===== src/inc/sdcc_pkg.sv =====
// Package for the card command and data control block.
// Assumes a 32-bit APB slave and a card clock sampled by the system clock.
package sdcc_pkg;

  // Register byte offsets
  localparam logic [7:0] SDCC_OFF_CONFIG = 8'h10;
  localparam logic [7:0] SDCC_OFF_XFER_CTRL = 8'h14;
  localparam logic [7:0] SDCC_OFF_CMD_ARG = 8'h18;
  localparam logic [7:0] SDCC_OFF_CMD_ISSUE = 8'h1c;
  localparam logic [7:0] SDCC_OFF_INT_STATUS = 8'h40;
  localparam logic [7:0] SDCC_OFF_INT_CLEAR = 8'h44;
  localparam logic [7:0] SDCC_OFF_INT_ENABLE = 8'h48;

  // Transfer control fields
  localparam int SDCC_XFER_LEN_LSB = 16;
  localparam int SDCC_XFER_LEN_W = 16;
  localparam int SDCC_XFER_GO_BIT = 1;
  localparam int SDCC_XFER_DIR_BIT = 0;

  // Command issue fields
  localparam int SDCC_CMD_RESP_LSB = 8;
  localparam int SDCC_CMD_RESP_W = 3;
  localparam int SDCC_CMD_DATA_BIT = 6;
  localparam int SDCC_CMD_INDEX_W = 6;

  // Configuration fields
  localparam int SDCC_CFG_WIDTH_LSB = 12;
  localparam int SDCC_CFG_BSIZE_W = 4;

  // Interrupt status layout
  localparam int SDCC_INT_W = 4;
  localparam int SDCC_INT_XFER_DONE = 0;
  localparam int SDCC_INT_BLOCK_DONE = 1;
  localparam int SDCC_INT_CARD_IRQ = 2;
  localparam int SDCC_INT_CMD_SENT = 3;

  // Reset values
  localparam logic [31:0] SDCC_RESET_WORD = 32'h0000_0000;

  // Expected reply encodings
  typedef enum logic [2:0] {
    SDCC_RESP_R1_R6 = 3'h0,
    SDCC_RESP_R1B = 3'h1,
    SDCC_RESP_R2 = 3'h2,
    SDCC_RESP_R3_R4 = 3'h3,
    SDCC_RESP_NONE = 3'h4
  } sdcc_resp_t;

  // Data bus width encodings
  typedef enum logic [1:0] {
    SDCC_BUS_1BIT = 2'h0,
    SDCC_BUS_4BIT = 2'h1,
    SDCC_BUS_8BIT = 2'h2,
    SDCC_BUS_RSVD = 2'h3
  } sdcc_width_t;

  // Card clock edges needed per byte for each bus width
  localparam logic [3:0] SDCC_EDGES_1BIT = 4'h8;
  localparam logic [3:0] SDCC_EDGES_4BIT = 4'h2;
  localparam logic [3:0] SDCC_EDGES_8BIT = 4'h1;

endpackage


===== src/logic/sdcc_ctrl.sv =====
// Card command issue and data-path control with its APB register file.
// Assumes the card clock and data line 1 arrive from pins, asynchronous to clk;
// a separate command engine consumes cmd_start and the command fields.
// Response capture, FIFOs and the clock divider sit outside; this block only
// paces bytes from card clock edges and raises the matching events.
// Outputs are all registered; the bus answers with no wait states.
//
// Notes on behaviour
// - Transfer length field in bits 31..16 sets bytes moved before completion interrupt.
// - Reading the length field returns bytes still remaining, not the written value.
// - No data-path operation starts unless the go bit, bit 1, is one.
// - Argument register holds the 32-bit argument; reads return the last written value.
// - Reply field bits 10..8: R1/R6, R1b, R2, R3/R4, or no reply.
// - Bit 6 flags a data command when one, a non-data command when zero.
// - In 4-bit mode, the data flag bounds when a line-1 card interrupt is valid.
// - Bits 5..0 hold the command index; writing the register starts the command.
// - Reading the command register returns the last written command index.
// - Argument, command and transfer control registers all reset to zero.
// - Block size is two to the programmed exponent; transfers are split into blocks.
// - Bus width 00 one line, 01 four lines, 10 eight lines, 11 reserved.
`timescale 1ns/100ps

// Register map on the APB, one aligned word each:
//   config: bus width and block size exponent
//   transfer control: length counting down, go, direction
//   command argument and command issue (reply type, data flag, index)
//   interrupt status (read only), clear (write ones), enable
// Status bits: transfer done, block done, card interrupt, command sent.
// Every access has one setup and one access cycle; pready never waits.
// A command write pulses cmd_start; the data path opens in that same cycle
// only when go is set and the length is not zero.
// Bytes take 8, 2 or 1 rising card clock edges at 1, 4 or 8 lines.
// Reserved width and block exponent zero fall back to the narrowest case.
// Writing transfer control aborts any transfer that is still running.
// Status sets win over a clear written in the same cycle.

module sdcc_ctrl
  import sdcc_pkg::*;
#(
  parameter int LEN_W = SDCC_XFER_LEN_W
) (
  input wire logic clk,
  input wire logic reset_n,
  input wire logic psel,
  input wire logic penable,
  input wire logic pwrite,
  input wire logic [7:0] paddr,
  input wire logic [31:0] pwdata,
  output logic [31:0] prdata,
  output logic pready,
  output logic pslverr,
  input wire logic card_clk,
  input wire logic card_dat1_line,
  output logic cmd_start,
  output logic [SDCC_CMD_INDEX_W-1:0] cmd_index,
  output logic [31:0] cmd_arg,
  output logic [SDCC_CMD_RESP_W-1:0] cmd_resp_type,
  output logic cmd_data_flag,
  output logic data_active,
  output logic data_dir,
  output logic byte_strobe,
  output logic block_strobe,
  output logic [1:0] bus_width,
  output logic irq
);

  ////////////////////////////////////////////////////////////////////////////
  // State of the whole block in one record
  typedef struct packed {
    // Register bus answer
    logic [31:0] rdata;
    logic ready;
    logic slverr;
    // Configuration and transfer control
    logic [3:0] bsize_exp;
    logic [1:0] width;
    logic [LEN_W-1:0] remaining;
    logic go;
    logic dir;
    // Command fields
    logic [31:0] arg;
    logic [SDCC_CMD_RESP_W-1:0] resp;
    logic data_flag;
    logic [SDCC_CMD_INDEX_W-1:0] index;
    logic start;
    // Data path pacing
    logic active;
    logic [3:0] edge_cnt;
    logic [LEN_W:0] block_cnt;
    logic byte_pulse;
    logic block_pulse;
    // Interrupts
    logic [SDCC_INT_W-1:0] int_status;
    logic [SDCC_INT_W-1:0] int_enable;
    logic irq;
    // Pin synchronisers
    logic clk_s1;
    logic clk_s2;
    logic clk_s3;
    logic dat1_s1;
    logic dat1_s2;
  } sdcc_state_t;

  sdcc_state_t st_q;
  sdcc_state_t st_d;

  ////////////////////////////////////////////////////////////////////////////
  // Helpers

  // Card clock edges per byte; reserved width falls back to one line
  // Pacing counts bytes only; bit order on the lines is the card engine's concern
  function automatic logic [3:0] edges_per_byte(input logic [1:0] w);
    unique case (w)
      SDCC_BUS_4BIT: edges_per_byte = SDCC_EDGES_4BIT;
      SDCC_BUS_8BIT: edges_per_byte = SDCC_EDGES_8BIT;
      default: edges_per_byte = SDCC_EDGES_1BIT;
    endcase
  endfunction

  // Block size in bytes from the exponent
  // Exponent zero is reserved; it yields one-byte blocks here
  function automatic logic [LEN_W:0] block_bytes(input logic [3:0] e);
    block_bytes = (LEN_W+1)'(1) << e;
  endfunction

  // Address decode shared by the read and write paths
  // One function so reads and writes agree on which offsets are holes
  function automatic logic is_mapped(input logic [7:0] a);
    is_mapped = (a == SDCC_OFF_CONFIG) || (a == SDCC_OFF_XFER_CTRL) ||
                (a == SDCC_OFF_CMD_ARG) || (a == SDCC_OFF_CMD_ISSUE) ||
                (a == SDCC_OFF_INT_STATUS) || (a == SDCC_OFF_INT_CLEAR) ||
                (a == SDCC_OFF_INT_ENABLE);
  endfunction

  ////////////////////////////////////////////////////////////////////////////
  // Next-state logic
  // Every field holds unless a branch below changes it
  always_comb begin
    logic setup;
    logic access;
    logic wr;
    logic card_edge;
    logic last_byte;
    logic block_end;
    logic card_irq;
    logic [SDCC_INT_W-1:0] events;
    logic [SDCC_INT_W-1:0] clr;
    logic reprogram;
    setup = 1'b0;
    reprogram = 1'b0;
    access = 1'b0;
    wr = 1'b0;
    card_edge = 1'b0;
    last_byte = 1'b0;
    block_end = 1'b0;
    card_irq = 1'b0;
    events = '0;
    clr = '0;
    st_d = st_q;

    // Two-flop synchronisers, then a third flop for edge finding
    // Line 1 syncs reset low, but width resets to one line: no false card interrupt
    st_d.clk_s1 = card_clk;
    st_d.clk_s2 = st_q.clk_s1;
    st_d.clk_s3 = st_q.clk_s2;
    st_d.dat1_s1 = card_dat1_line;
    st_d.dat1_s2 = st_q.dat1_s1;
    card_edge = st_q.clk_s2 && !st_q.clk_s3;

    // APB: ready is raised in the access phase, one edge after setup
    // A registered ready costs nothing here, as every access phase lasts exactly one cycle
    setup = psel && !penable;
    access = psel && penable && st_q.ready;
    wr = access && pwrite && !st_q.slverr;
    st_d.ready = setup;
    st_d.slverr = setup && !is_mapped(paddr);
    st_d.start = 1'b0;
    st_d.byte_pulse = 1'b0;
    st_d.block_pulse = 1'b0;

    // Read data is captured during setup so it is stable in the access phase
    // A byte counted in that same cycle shows on the next read, not this one
    if (setup) begin
      st_d.rdata = SDCC_RESET_WORD;
      unique case (paddr)
        SDCC_OFF_CONFIG: begin
          st_d.rdata[SDCC_CFG_WIDTH_LSB +: 2] = st_q.width;
          st_d.rdata[SDCC_CFG_BSIZE_W-1:0] = st_q.bsize_exp;
        end
        SDCC_OFF_XFER_CTRL: begin
          st_d.rdata[SDCC_XFER_LEN_LSB +: LEN_W] = st_q.remaining;
          st_d.rdata[SDCC_XFER_GO_BIT] = st_q.go;
          st_d.rdata[SDCC_XFER_DIR_BIT] = st_q.dir;
        end
        SDCC_OFF_CMD_ARG: begin
          st_d.rdata = st_q.arg;
        end
        SDCC_OFF_CMD_ISSUE: begin
          st_d.rdata[SDCC_CMD_RESP_LSB +: SDCC_CMD_RESP_W] = st_q.resp;
          st_d.rdata[SDCC_CMD_DATA_BIT] = st_q.data_flag;
          st_d.rdata[SDCC_CMD_INDEX_W-1:0] = st_q.index;
        end
        SDCC_OFF_INT_STATUS: begin
          st_d.rdata[SDCC_INT_W-1:0] = st_q.int_status;
        end
        SDCC_OFF_INT_ENABLE: begin
          st_d.rdata[SDCC_INT_W-1:0] = st_q.int_enable;
        end
        default: begin
          st_d.rdata = SDCC_RESET_WORD; // Clear register and holes read zero
        end
      endcase
    end

    // Register writes take effect on the completing access edge
    // Unmapped offsets never get here; pslverr already refused them
    if (wr) begin
      unique case (paddr)
        SDCC_OFF_CONFIG: begin
          st_d.width = pwdata[SDCC_CFG_WIDTH_LSB +: 2];
          st_d.bsize_exp = pwdata[SDCC_CFG_BSIZE_W-1:0];
        end
        SDCC_OFF_XFER_CTRL: begin
          // Length then counts down in place, so a read shows what is left
          reprogram = 1'b1;
          st_d.remaining = pwdata[SDCC_XFER_LEN_LSB +: LEN_W];
          st_d.go = pwdata[SDCC_XFER_GO_BIT];
          st_d.dir = pwdata[SDCC_XFER_DIR_BIT];
          st_d.active = 1'b0; // Reprogramming aborts any transfer in flight
          st_d.edge_cnt = '0;
          st_d.block_cnt = '0;
        end
        SDCC_OFF_CMD_ARG: begin
          st_d.arg = pwdata;
        end
        SDCC_OFF_CMD_ISSUE: begin
          st_d.resp = pwdata[SDCC_CMD_RESP_LSB +: SDCC_CMD_RESP_W];
          st_d.data_flag = pwdata[SDCC_CMD_DATA_BIT];
          st_d.index = pwdata[SDCC_CMD_INDEX_W-1:0];
          // Issue never waits for the data path; the command engine owns the card
          st_d.start = 1'b1;
          events[SDCC_INT_CMD_SENT] = 1'b1;
          // Data path only opens with go set and bytes to move
          if (st_q.go && (st_q.remaining != '0)) begin
            st_d.active = 1'b1;
            st_d.edge_cnt = '0;
            st_d.block_cnt = '0;
          end
        end
        SDCC_OFF_INT_CLEAR: begin
          // Ones clear status bits; zeros leave them alone
          clr = pwdata[SDCC_INT_W-1:0];
        end
        SDCC_OFF_INT_ENABLE: begin
          st_d.int_enable = pwdata[SDCC_INT_W-1:0];
        end
        default: begin
          st_d.int_enable = st_q.int_enable; // Read-only status ignores writes
        end
      endcase
    end

    // Byte pacing from card clock edges at the configured width
    // Only rising card clock edges count; a stalled clock leaves the path open
    // A transfer control write in the same cycle wins, so its new length is kept
    if (st_q.active && card_edge && !reprogram) begin
      if (st_q.edge_cnt + 4'h1 >= edges_per_byte(st_q.width)) begin
        st_d.edge_cnt = '0;
        st_d.byte_pulse = 1'b1;
        st_d.remaining = st_q.remaining - LEN_W'(1);
        last_byte = (st_q.remaining == LEN_W'(1));
        block_end = (st_q.block_cnt + (LEN_W+1)'(1) >= block_bytes(st_q.bsize_exp));
        st_d.block_cnt = block_end ? '0 : st_q.block_cnt + (LEN_W+1)'(1);
      end else begin
        st_d.edge_cnt = st_q.edge_cnt + 4'h1;
      end
    end

    // Block boundary and completion events
    // Both go to sticky status; only enabled ones reach irq
    if (block_end) begin
      st_d.block_pulse = 1'b1;
      events[SDCC_INT_BLOCK_DONE] = 1'b1;
    end
    if (last_byte) begin
      st_d.active = 1'b0;
      st_d.go = 1'b0; // Stops the path so completion cannot repeat
      events[SDCC_INT_XFER_DONE] = 1'b1;
    end

    // Card interrupt on line 1: only in 4-bit mode, outside a data window
    // Line 1 carries data during a data command, so a low level there is no interrupt
    // Limitation: the status bit sets again every cycle the line stays low
    card_irq = (st_q.width == SDCC_BUS_4BIT) && !st_q.dat1_s2 &&
               !(st_q.data_flag && st_q.active);
    events[SDCC_INT_CARD_IRQ] = card_irq;

    // Sticky status: a new event wins over a clear in the same cycle
    // irq is registered from the next status, so it moves with status but trails an enable change by one cycle
    st_d.int_status = (st_q.int_status & ~clr) | events;
    st_d.irq = |(st_d.int_status & st_q.int_enable);
  end

  ////////////////////////////////////////////////////////////////////////////
  // State register; everything resets to zero
  // Only constants in the reset branch; the record is cleared as a whole
  always_ff @(posedge clk or negedge reset_n) begin
    if (!reset_n) begin
      st_q <= '0;
    end else begin
      st_q <= st_d;
    end
  end

  ////////////////////////////////////////////////////////////////////////////
  // Outputs straight from the state record
  // Every output is a flop of the record, so no decode glitch reaches a pin
  assign prdata = st_q.rdata;
  assign pready = st_q.ready;
  assign pslverr = st_q.slverr;

  // Command engine side
  assign cmd_start = st_q.start;
  assign cmd_index = st_q.index;
  assign cmd_arg = st_q.arg;
  assign cmd_resp_type = st_q.resp;
  assign cmd_data_flag = st_q.data_flag;

  // Data path side
  assign data_active = st_q.active;
  assign data_dir = st_q.dir;
  assign byte_strobe = st_q.byte_pulse;
  assign block_strobe = st_q.block_pulse;
  assign bus_width = st_q.width;

  // Interrupt
  assign irq = st_q.irq;

endmodule // sdcc_ctrl


===== config.mk =====
export PLATFORM = sky130hd
export DESIGN_NAME = sdcc_ctrl
export DESIGN_NICKNAME = d
export VERILOG_FILES = /design/src/inc/sdcc_pkg.sv /design/src/logic/sdcc_ctrl.sv
export SDC_FILE = /design/constraint.sdc
export NUM_CORES = 1
export LEC_CHECK = 0
export BUFFER_PORTS_ARGS = -buffer_cell sky130_fd_sc_hd__buf_2
export CELL_PAD_IN_SITES_DETAIL_PLACEMENT = 0
export CELL_PAD_IN_SITES_GLOBAL_PLACEMENT = 1
export CORE_UTILIZATION = 47
export DETAILED_ROUTE_END_ITERATION = 6
export HOLD_SLACK_MARGIN = 0.03
export PLACE_DENSITY = 0.82
export SYNTH_ARGS = -nofsm -noshare
export SYNTH_HDL_FRONTEND = slang
export SYNTH_SLANG_ARGS = --single-unit

===== constraint.sdc =====
create_clock -name clk -period 6.3 [get_ports clk]
set_input_delay 1.26 -clock clk [delete_from_list [all_inputs] [get_ports clk]]
set_output_delay 1.26 -clock clk [all_outputs]
set_load 0.01 [all_outputs]

# [After elaboration in Yosys (flattened, before gate mapping)]
# Index checks and enable logic that the tools add are counted.
[classes] n_div=0 reduce_logical=41 n_eq_ne=12 addsub=3 mul=0 bitwise=4 shift=1 mux=37 order_cmp=2
[ops] op="2-to-1 mux 83 bit" count=1
[ops] op="2-to-1 mux 22 bit" count=2
[ops] op="case mux 22 bit (2 select lines)" count=1
[ops] op="2-to-1 mux 18 bit" count=2
[ops] op="equality test 8 x 5 -> 1 bit, second input constant" count=4
[ops] op="2-to-1 mux 16 bit" count=2
[ops] op="2-to-1 mux 32 bit" count=1
[ops] op="case mux 16 bit (2 select lines)" count=1
[ops] op="equality test 8 x 7 -> 1 bit, second input constant" count=3
[ops] op="adder 17 x 1 -> 17 bit, second input constant" count=1
[ops] op=">= comparator 17 bit" count=1
[ops] op="2-to-1 mux 17 bit" count=1
[ops] op="left shift 1 x 4 -> 17 bit, first input constant" count=1
[ops] op="equality test 16 x 1 -> 1 bit, second input constant" count=1
[ops] op="2-to-1 mux 4 bit" count=4
[ops] op="nonzero test 16 bit" count=1
[ops] op="subtractor 16 x 1 -> 16 bit, second input constant" count=1
[ops] op="2-to-1 mux 1 bit" count=14
[ops] op="logical AND 1 bit" count=13
[ops] op="case mux 2 bit (6 select lines)" count=1
[ops] op="case mux 3 bit (2 select lines)" count=2
[ops] op="AND reduction 2 bit" count=6
[ops] op="2-to-1 mux 11 bit" count=1
[ops] op="case mux 2 bit (5 select lines)" count=1
[ops] op="other kinds (17)" count=34
[word_totals] n_memories=0 mem_bits_rw=0 input_bits=47 out_inout_bits=84 register_bits=139 wordCells=126 rom_bits=0 latchBits=0

# [Logic depth before layout (Yosys ltp)]
# Gate-level depths: netlist of the first run.
[logic_depth] ltp_word=15 mapped_depth=13 mapped_depth_nobuf=12

# [Worst setup path after synthesis of the first run]
# Ideal clock, no wire load.
[synth_path] path_type="input port to flip-flop" start="input port paddr[5]" end="register st_q[29] (netlist bit)" setup_time_ps=121 path_stages=7 t_arrival_ps=3111 path_slack_ps=3068 cell_sequence="or4_1 buf_2 or3_1 nor3_1 a211oi_2 buf_4 a22o_1"
[synth_lines] element="start, declared" line="sdcc_ctrl.sv:47" source="input wire logic [7:0] paddr,"
[synth_lines] element="end signal, assigned" line="sdcc_ctrl.sv:311" source="st_q <= st_d;"
[synth_lines] element="end, declared" line="sdcc_ctrl.sv:104" source="sdcc_state_t st_q;"

==> flow_summary.toml, run 1 <==
[outcome]
run_status = "finished, final reports clean"

[critical_path]
reg2reg_slack_ps = 2620
critical_path.max_fanout = 36
startpoint_type = "input pin"
critPathCaptureType = "flop"
cp.required_ps = 6610
critPathKind = "in2reg"
critPathArrivalTime_ps = 4310

[sta]
setup_viol = 0
fin_skew_ps = 10.05
setup_slack_ps = 2302
post-route-period-util_pct = 63.47
maxSlewViolCount = 0
timing.hold.ws_ps = 345.9
tightestPinTransition_ps = 1194
finalCriticalPeriod_ps = 3998
finalHoldViolCount = 0
rsz0062_at_grt = "no"
slew_headroom_pct = 20.40
clock.fmax_ghz = 0.2501
tns_ps = 0

[yosys]
netlist_area_um2 = 7416
syn_inst = 714
synth_largest_area_cell = "dfrtp_1"
synth_edf_count = 0
yosysWarnings = 0
synth-seq-area-share_pct = 46.90
synthTopCellsByCount = "dfrtp_1 (139), buf_4 (77), nor2_1 (75), nand2_1 (70), mux2_2 (55)"
async_reset_ff_share_pct = 100.0
yosysUniqueCellTypes = 61
ys_ff_latch = 139
syn-num-nets = 786
yosys-top-cells-area = "dfrtp_1 (47%), mux2_2 (8.4%), buf_4 (7.8%)"
synth_area_per_cell_um2 = 10.39
synth_most_common_cell = "dfrtp_1"
synth_ff_type = "dfrtp_1"
synth_top_cell_area_share_pct = 46.90

[finish]
fillerInstances = 1388
area_growth_pct = 12.28
multi_input_area_um2 = 3219
antenna_cells = 0
stdcell_area_um2 = 8327
final-seq-area_um2 = 3478
instances_no_fill = 990
final_nets = 838
drive_gt1_share_pct = 30.30
utilization_pct = 54.37

[clock_network]
clk_pin_slew_ps = 60
ctsResizeCount = 0
postCtsSetupBuffers = 0
cts_tree = "built"
cts_root_buf = "clkbuf_16"
clkSinkCount = 139
h-tree-depth = 4
clk_latency_ps = 430
cts_buffer_depth = 2
cts_buffers = 17
postCtsHoldBufs = 0

[routing]
vias = 5447
drt-total-wl_um = 17670
drc_errors = 0
drt_iter0_markers = 294
drtAntennaViolNets = 0
via_per_inst = 5.502
wl_per_cell_um = 17.85
dr.pass1.iters = 5

[die]
die_area_um2 = 16280
std_cell_rows = 45
fp.coreArea_um2 = 15310
die_height_um = 127.6
ios = 131
initial_core_util_pct = 48.42
fp.dieW_um = 127.6

[worst_hold_path]
hold_class = "reg2reg"

[global_route]
grt_pass1_vias = 5407
antenna_found_initial = 0
grt_max_degree = 86
gr-usage-all-layers_pct = 22.84
grt_pass1_wl_um = 28390
grt-ovfl-total = 0

[placed_design]
dp_slack_ps = 1847
post-place-cells = 958
placed_area_um2 = 7705
port_buffers = 130
place_congestion = 0.8266
place_hpwl_um = 12480

[pwr]
leakagePower_nw = 4.065
p_total_mw = 2.100
ir_drop_v = 0.0001937
p_per_area_nw_per_um2 = 252.2

[flow_run]
maxCapViolations = 0
## flip-flops by register name (all words and copies together) (netlist names)
name,count
st_q,52
cmd_arg,32
prdata,32
cmd_index,6
cmd_resp_type,3
st_d,3
bus_width,2
block_strobe,1
byte_strobe,1
cmd_data_flag,1
cmd_start,1
data_active,1
data_dir,1
irq,1
pready,1
pslverr,1
## cells by family (layout without fill, tap and decap cells)
group | count (synthesis) | after routing | share of synthesized area (%)
AO/OA/AOI/OAI | 106 | 106 | 10.68
AND/OR/NAND/NOR | 244 | 244 | 16.48
flip-flops | 139 | 139 | 46.90
XOR/XNOR | 28 | 28 | 3.307
buffers and inverters | 115 | 180 | 9.786
adder cells (fa/ha/maj) | 25 | 25 | 4.218
multiplexers | 57 | 57 | 8.622
## final timing paths
kind                          start  endpoint  depth (start not counted)
max in group asynchronous   reset_n   st_q[6]                          2
max                        paddr[5]  st_q[30]                          7
max reg2reg                st_q[18]  st_q[30]                         12
min reg2reg                 st_d[3]   st_d[2]                          0
min in group asynchronous   reset_n  st_q[27]                          1
min                         st_d[3]   st_d[2]                          0
## layout make-up
cell class	instances	share of cell area, %
sequential	139	41.77
multi-input combinational	460	38.66
timing repair buffer	135	8.340
clock buffer	22	5.815
tap	211	3.171
clock inverter	10	1.653
inverter	13	0.5860
## metal layers
| layer | global-route usage (%) | wire [um] |
|---|---|---|
| met2 | 38.80 | 8911 |
| met1 | 29.06 | 7688 |
| met5 | 0 | 0 |
| met4 | 7.266 | 272 |
| met3 | 4.983 | 802 |
## power by group
group / internal (mW) / leakage (nW) / total (mW) / switching [mW]
Clock: 0.664 / 0.303 / 1.04 / 0.381
Combinational: 0.0462 / 1.97 / 0.122 / 0.0762
Sequential: 0.919 / 1.80 / 0.933 / 0.0144
Total: 1.63 / 4.06 / 2.10 / 0.471
## worst max-delay path: stages
cell	delay, ps
buf_2	100
or4_1	680
nor4b_4	250
buf_4	300
and2_1	970
a211oi_2	390
a22o_1	350
## cells in the final DEF, fill, tap and decap left out, types with 3 or more instances in the layout
master | netlist | final
nand2_1 | 70 | 70
nor4_1 | 6 | 6
nand2b_1 | 3 | 3
o21ai_0 | 22 | 22
and2_1 | 6 | 6
and4_1 | 4 | 4
a21o_1 | 8 | 8
xnor2_1 | 15 | 15
clkbuf_8 | 0 | 4
nand3_1 | 20 | 20
dfrtp_1 | 139 | 139
ha_1 | 25 | 25
inv_1 | 12 | 12
mux2_2 | 55 | 55
buf_2 | 4 | 129
nor2_1 | 75 | 74
nand3b_1 | 3 | 3
nand4_1 | 8 | 8
nor3_2 | 2 | 3
clkbuf_16 | 0 | 17
a22oi_1 | 3 | 3
nor3_1 | 10 | 9
nor2b_1 | 10 | 10
nor3b_1 | 3 | 3
and3_1 | 3 | 3
buf_4 | 77 | 5
bufinv_16 | 0 | 3
a221oi_1 | 26 | 26
or3_1 | 4 | 4
clkinv_2 | 0 | 3
a21oi_1 | 9 | 9
a31oi_1 | 5 | 5
a22o_1 | 15 | 15
xor2_1 | 13 | 13
Power figures use the tool's default switching activity.
==> run 2, diff against run 1 <==
CORE_UTILIZATION = 40   (was 47)
PLACE_DENSITY = 0.74   (was 0.82)
clock period = 3.6 ns   (was 6.3 ns; I/O delays follow)
==> run 2 against run 1 <==
Net effect: the flow now finishes with violations (design-rule violations); clock power grew 69%; utilization shrank 8.0 points; die area grew 17%; setup slack lost 2000 ps; sequential share of layout area shrank 0.32 points; non-clock buffer count grew 8; first-iteration DRC count grew 28%; cell count grew 2.5%; register-to-register slack lost 2300 ps; flip-flop and latch count is the same; critical endpoint is now st_q[22].
==> flow_summary.toml, run 2 (synthesis gave the netlist of run 1 again) <==
[sta]
finalCriticalPeriod_ps = 3269
rsz0062_at_grt = "no"
tns_ps = 0
timing.hold.ws_ps = 302.3
clock.fmax_ghz = 0.3059
setup_slack_ps = 331.3
tightestPinTransition_ps = 1146
finalHoldViolCount = 0
fin_skew_ps = 10.97
post-route-period-util_pct = 90.80
setup_viol = 0
maxSlewViolCount = 0
slew_headroom_pct = 23.44

[placed_design]
port_buffers = 130
post-place-cells = 984
place_congestion = 0.8837
placed_area_um2 = 7800
place_hpwl_um = 13450
dp_slack_ps = 335.8

[die]
ios = 131
std_cell_rows = 49
die_area_um2 = 19090
fp.dieW_um = 138.2
fp.coreArea_um2 = 18090
die_height_um = 138.2
initial_core_util_pct = 41.00

[critical_path]
startpoint_type = "flop"
critPathCaptureType = "flop"
critical_path.max_fanout = 17
critPathArrivalTime_ps = 3620
critPathKind = "reg2reg"
cp.required_ps = 3950

[finish]
layout_common_cells = "dfrtp_1 (139), buf_2 (129), nor2_1 (74)"
fillerInstances = 1705
antenna_cells = 0
stdcell_area_um2 = 8392
largest-register = "st_q"
final_common_cell = "dfrtp_1"
final_nets = 846
largest_register_ffs = 52
area_growth_pct = 13.16
instances_no_fill = 1015
drive_gt1_share_pct = 31.04

[pwr]
p_per_area_nw_per_um2 = 430.5
leakagePower_nw = 4.094
ir_drop_v = 0.0003302

[clock_network]
postCtsSetupBuffers = 0
h-tree-depth = 4
cts_buffers = 17
cts_buffer_depth = 2
postCtsHoldBufs = 0
clkSinkCount = 139
cts_root_buf = "clkbuf_16"
ctsResizeCount = 0
clk_latency_ps = 430
clk_pin_slew_ps = 60
cts_tree = "built"

[global_route]
grt_pass1_vias = 5599
grt_pass1_wl_um = 30340
gr-usage-all-layers_pct = 20.44
antenna_found_initial = 0
grt-ovfl-total = 0
grt_max_degree = 68

[worst_hold_path]
hold_class = "in2async"

[routing]
drc_errors = 18
vias = 5499
drt_iter0_markers = 376
wl_per_cell_um = 18.50
via_per_inst = 5.418
drt-total-wl_um = 18780
drtAntennaViolNets = 0
dr.pass1.iters = 7

[outcome]
violations = "design-rule violations"
run_status = "finished with violations"

[flow_run]
maxCapViolations = 0
## run 2: layer usage
layer | vias to the layer above | part of all wire [%] | track usage [%]
li1 | 2594 | - | -
met1 | 2719 | 45 | 26.46
met2 | 161 | 48 | 33.49
met3 | 25 | 4.7 | 4.884
met4 | 0 | 2.0 | 7.274
met5 | - | 0 | 0
## run 2: layout make-up
class / instances / area, um2 / area share (%)
Clock buffer: 19 / 452.9 / 5.397
Clock inverter: 12 / 138.9 / 1.655
Inverter: 13 / 48.80 / 0.5815
Multi-Input combinational cell: 460 / 3219 / 38.36
Sequential cell: 139 / 3478 / 41.45
Tap cell: 229 / 286.5 / 3.414
Timing Repair Buffer: 143 / 767.0 / 9.140
## run 2: worst paths after layout
check	end	slack (ps)	startpoint	cells after the start
hold / removal	st_q[28]	300	reset_n	1
setup reg to reg	st_q[22]	330	bus_width[0]	8
max in group asynchronous	st_q[7]	2560	reset_n	2
hold reg to reg	st_q[0]	350	st_d[0]	0
setup / recovery	st_q[22]	330	bus_width[0]	8
min in group clk	st_q[0]	350	st_d[0]	0
## run 2: through the flow
step	util [%]	power, mW
2_1_floorplan	-	1.800
5_1_grt	46.40	3.740
3_3_place_gp	43.13	1.880
6_report	46.40	3.613
3_5_place_dp	43.13	1.886
4_1_cts	46.40	3.651
## run 2: worst max-delay path, stage by stage (launching register included)
cell and delay (ps):
dfrtp_1 400, inv_1 60, ha_1 200, ha_1 260, nand2b_1 160, a2111oi_1 690
nor2_1 170, a211oi_2 970, a22o_1 290
## run 2: power breakdown
| group | internal [mW] | switching [mW] |
|---|---|---|
| Sequential | 1.61 | 0.0269 |
| Combinational | 0.0832 | 0.135 |
| Clock | 1.06 | 0.700 |
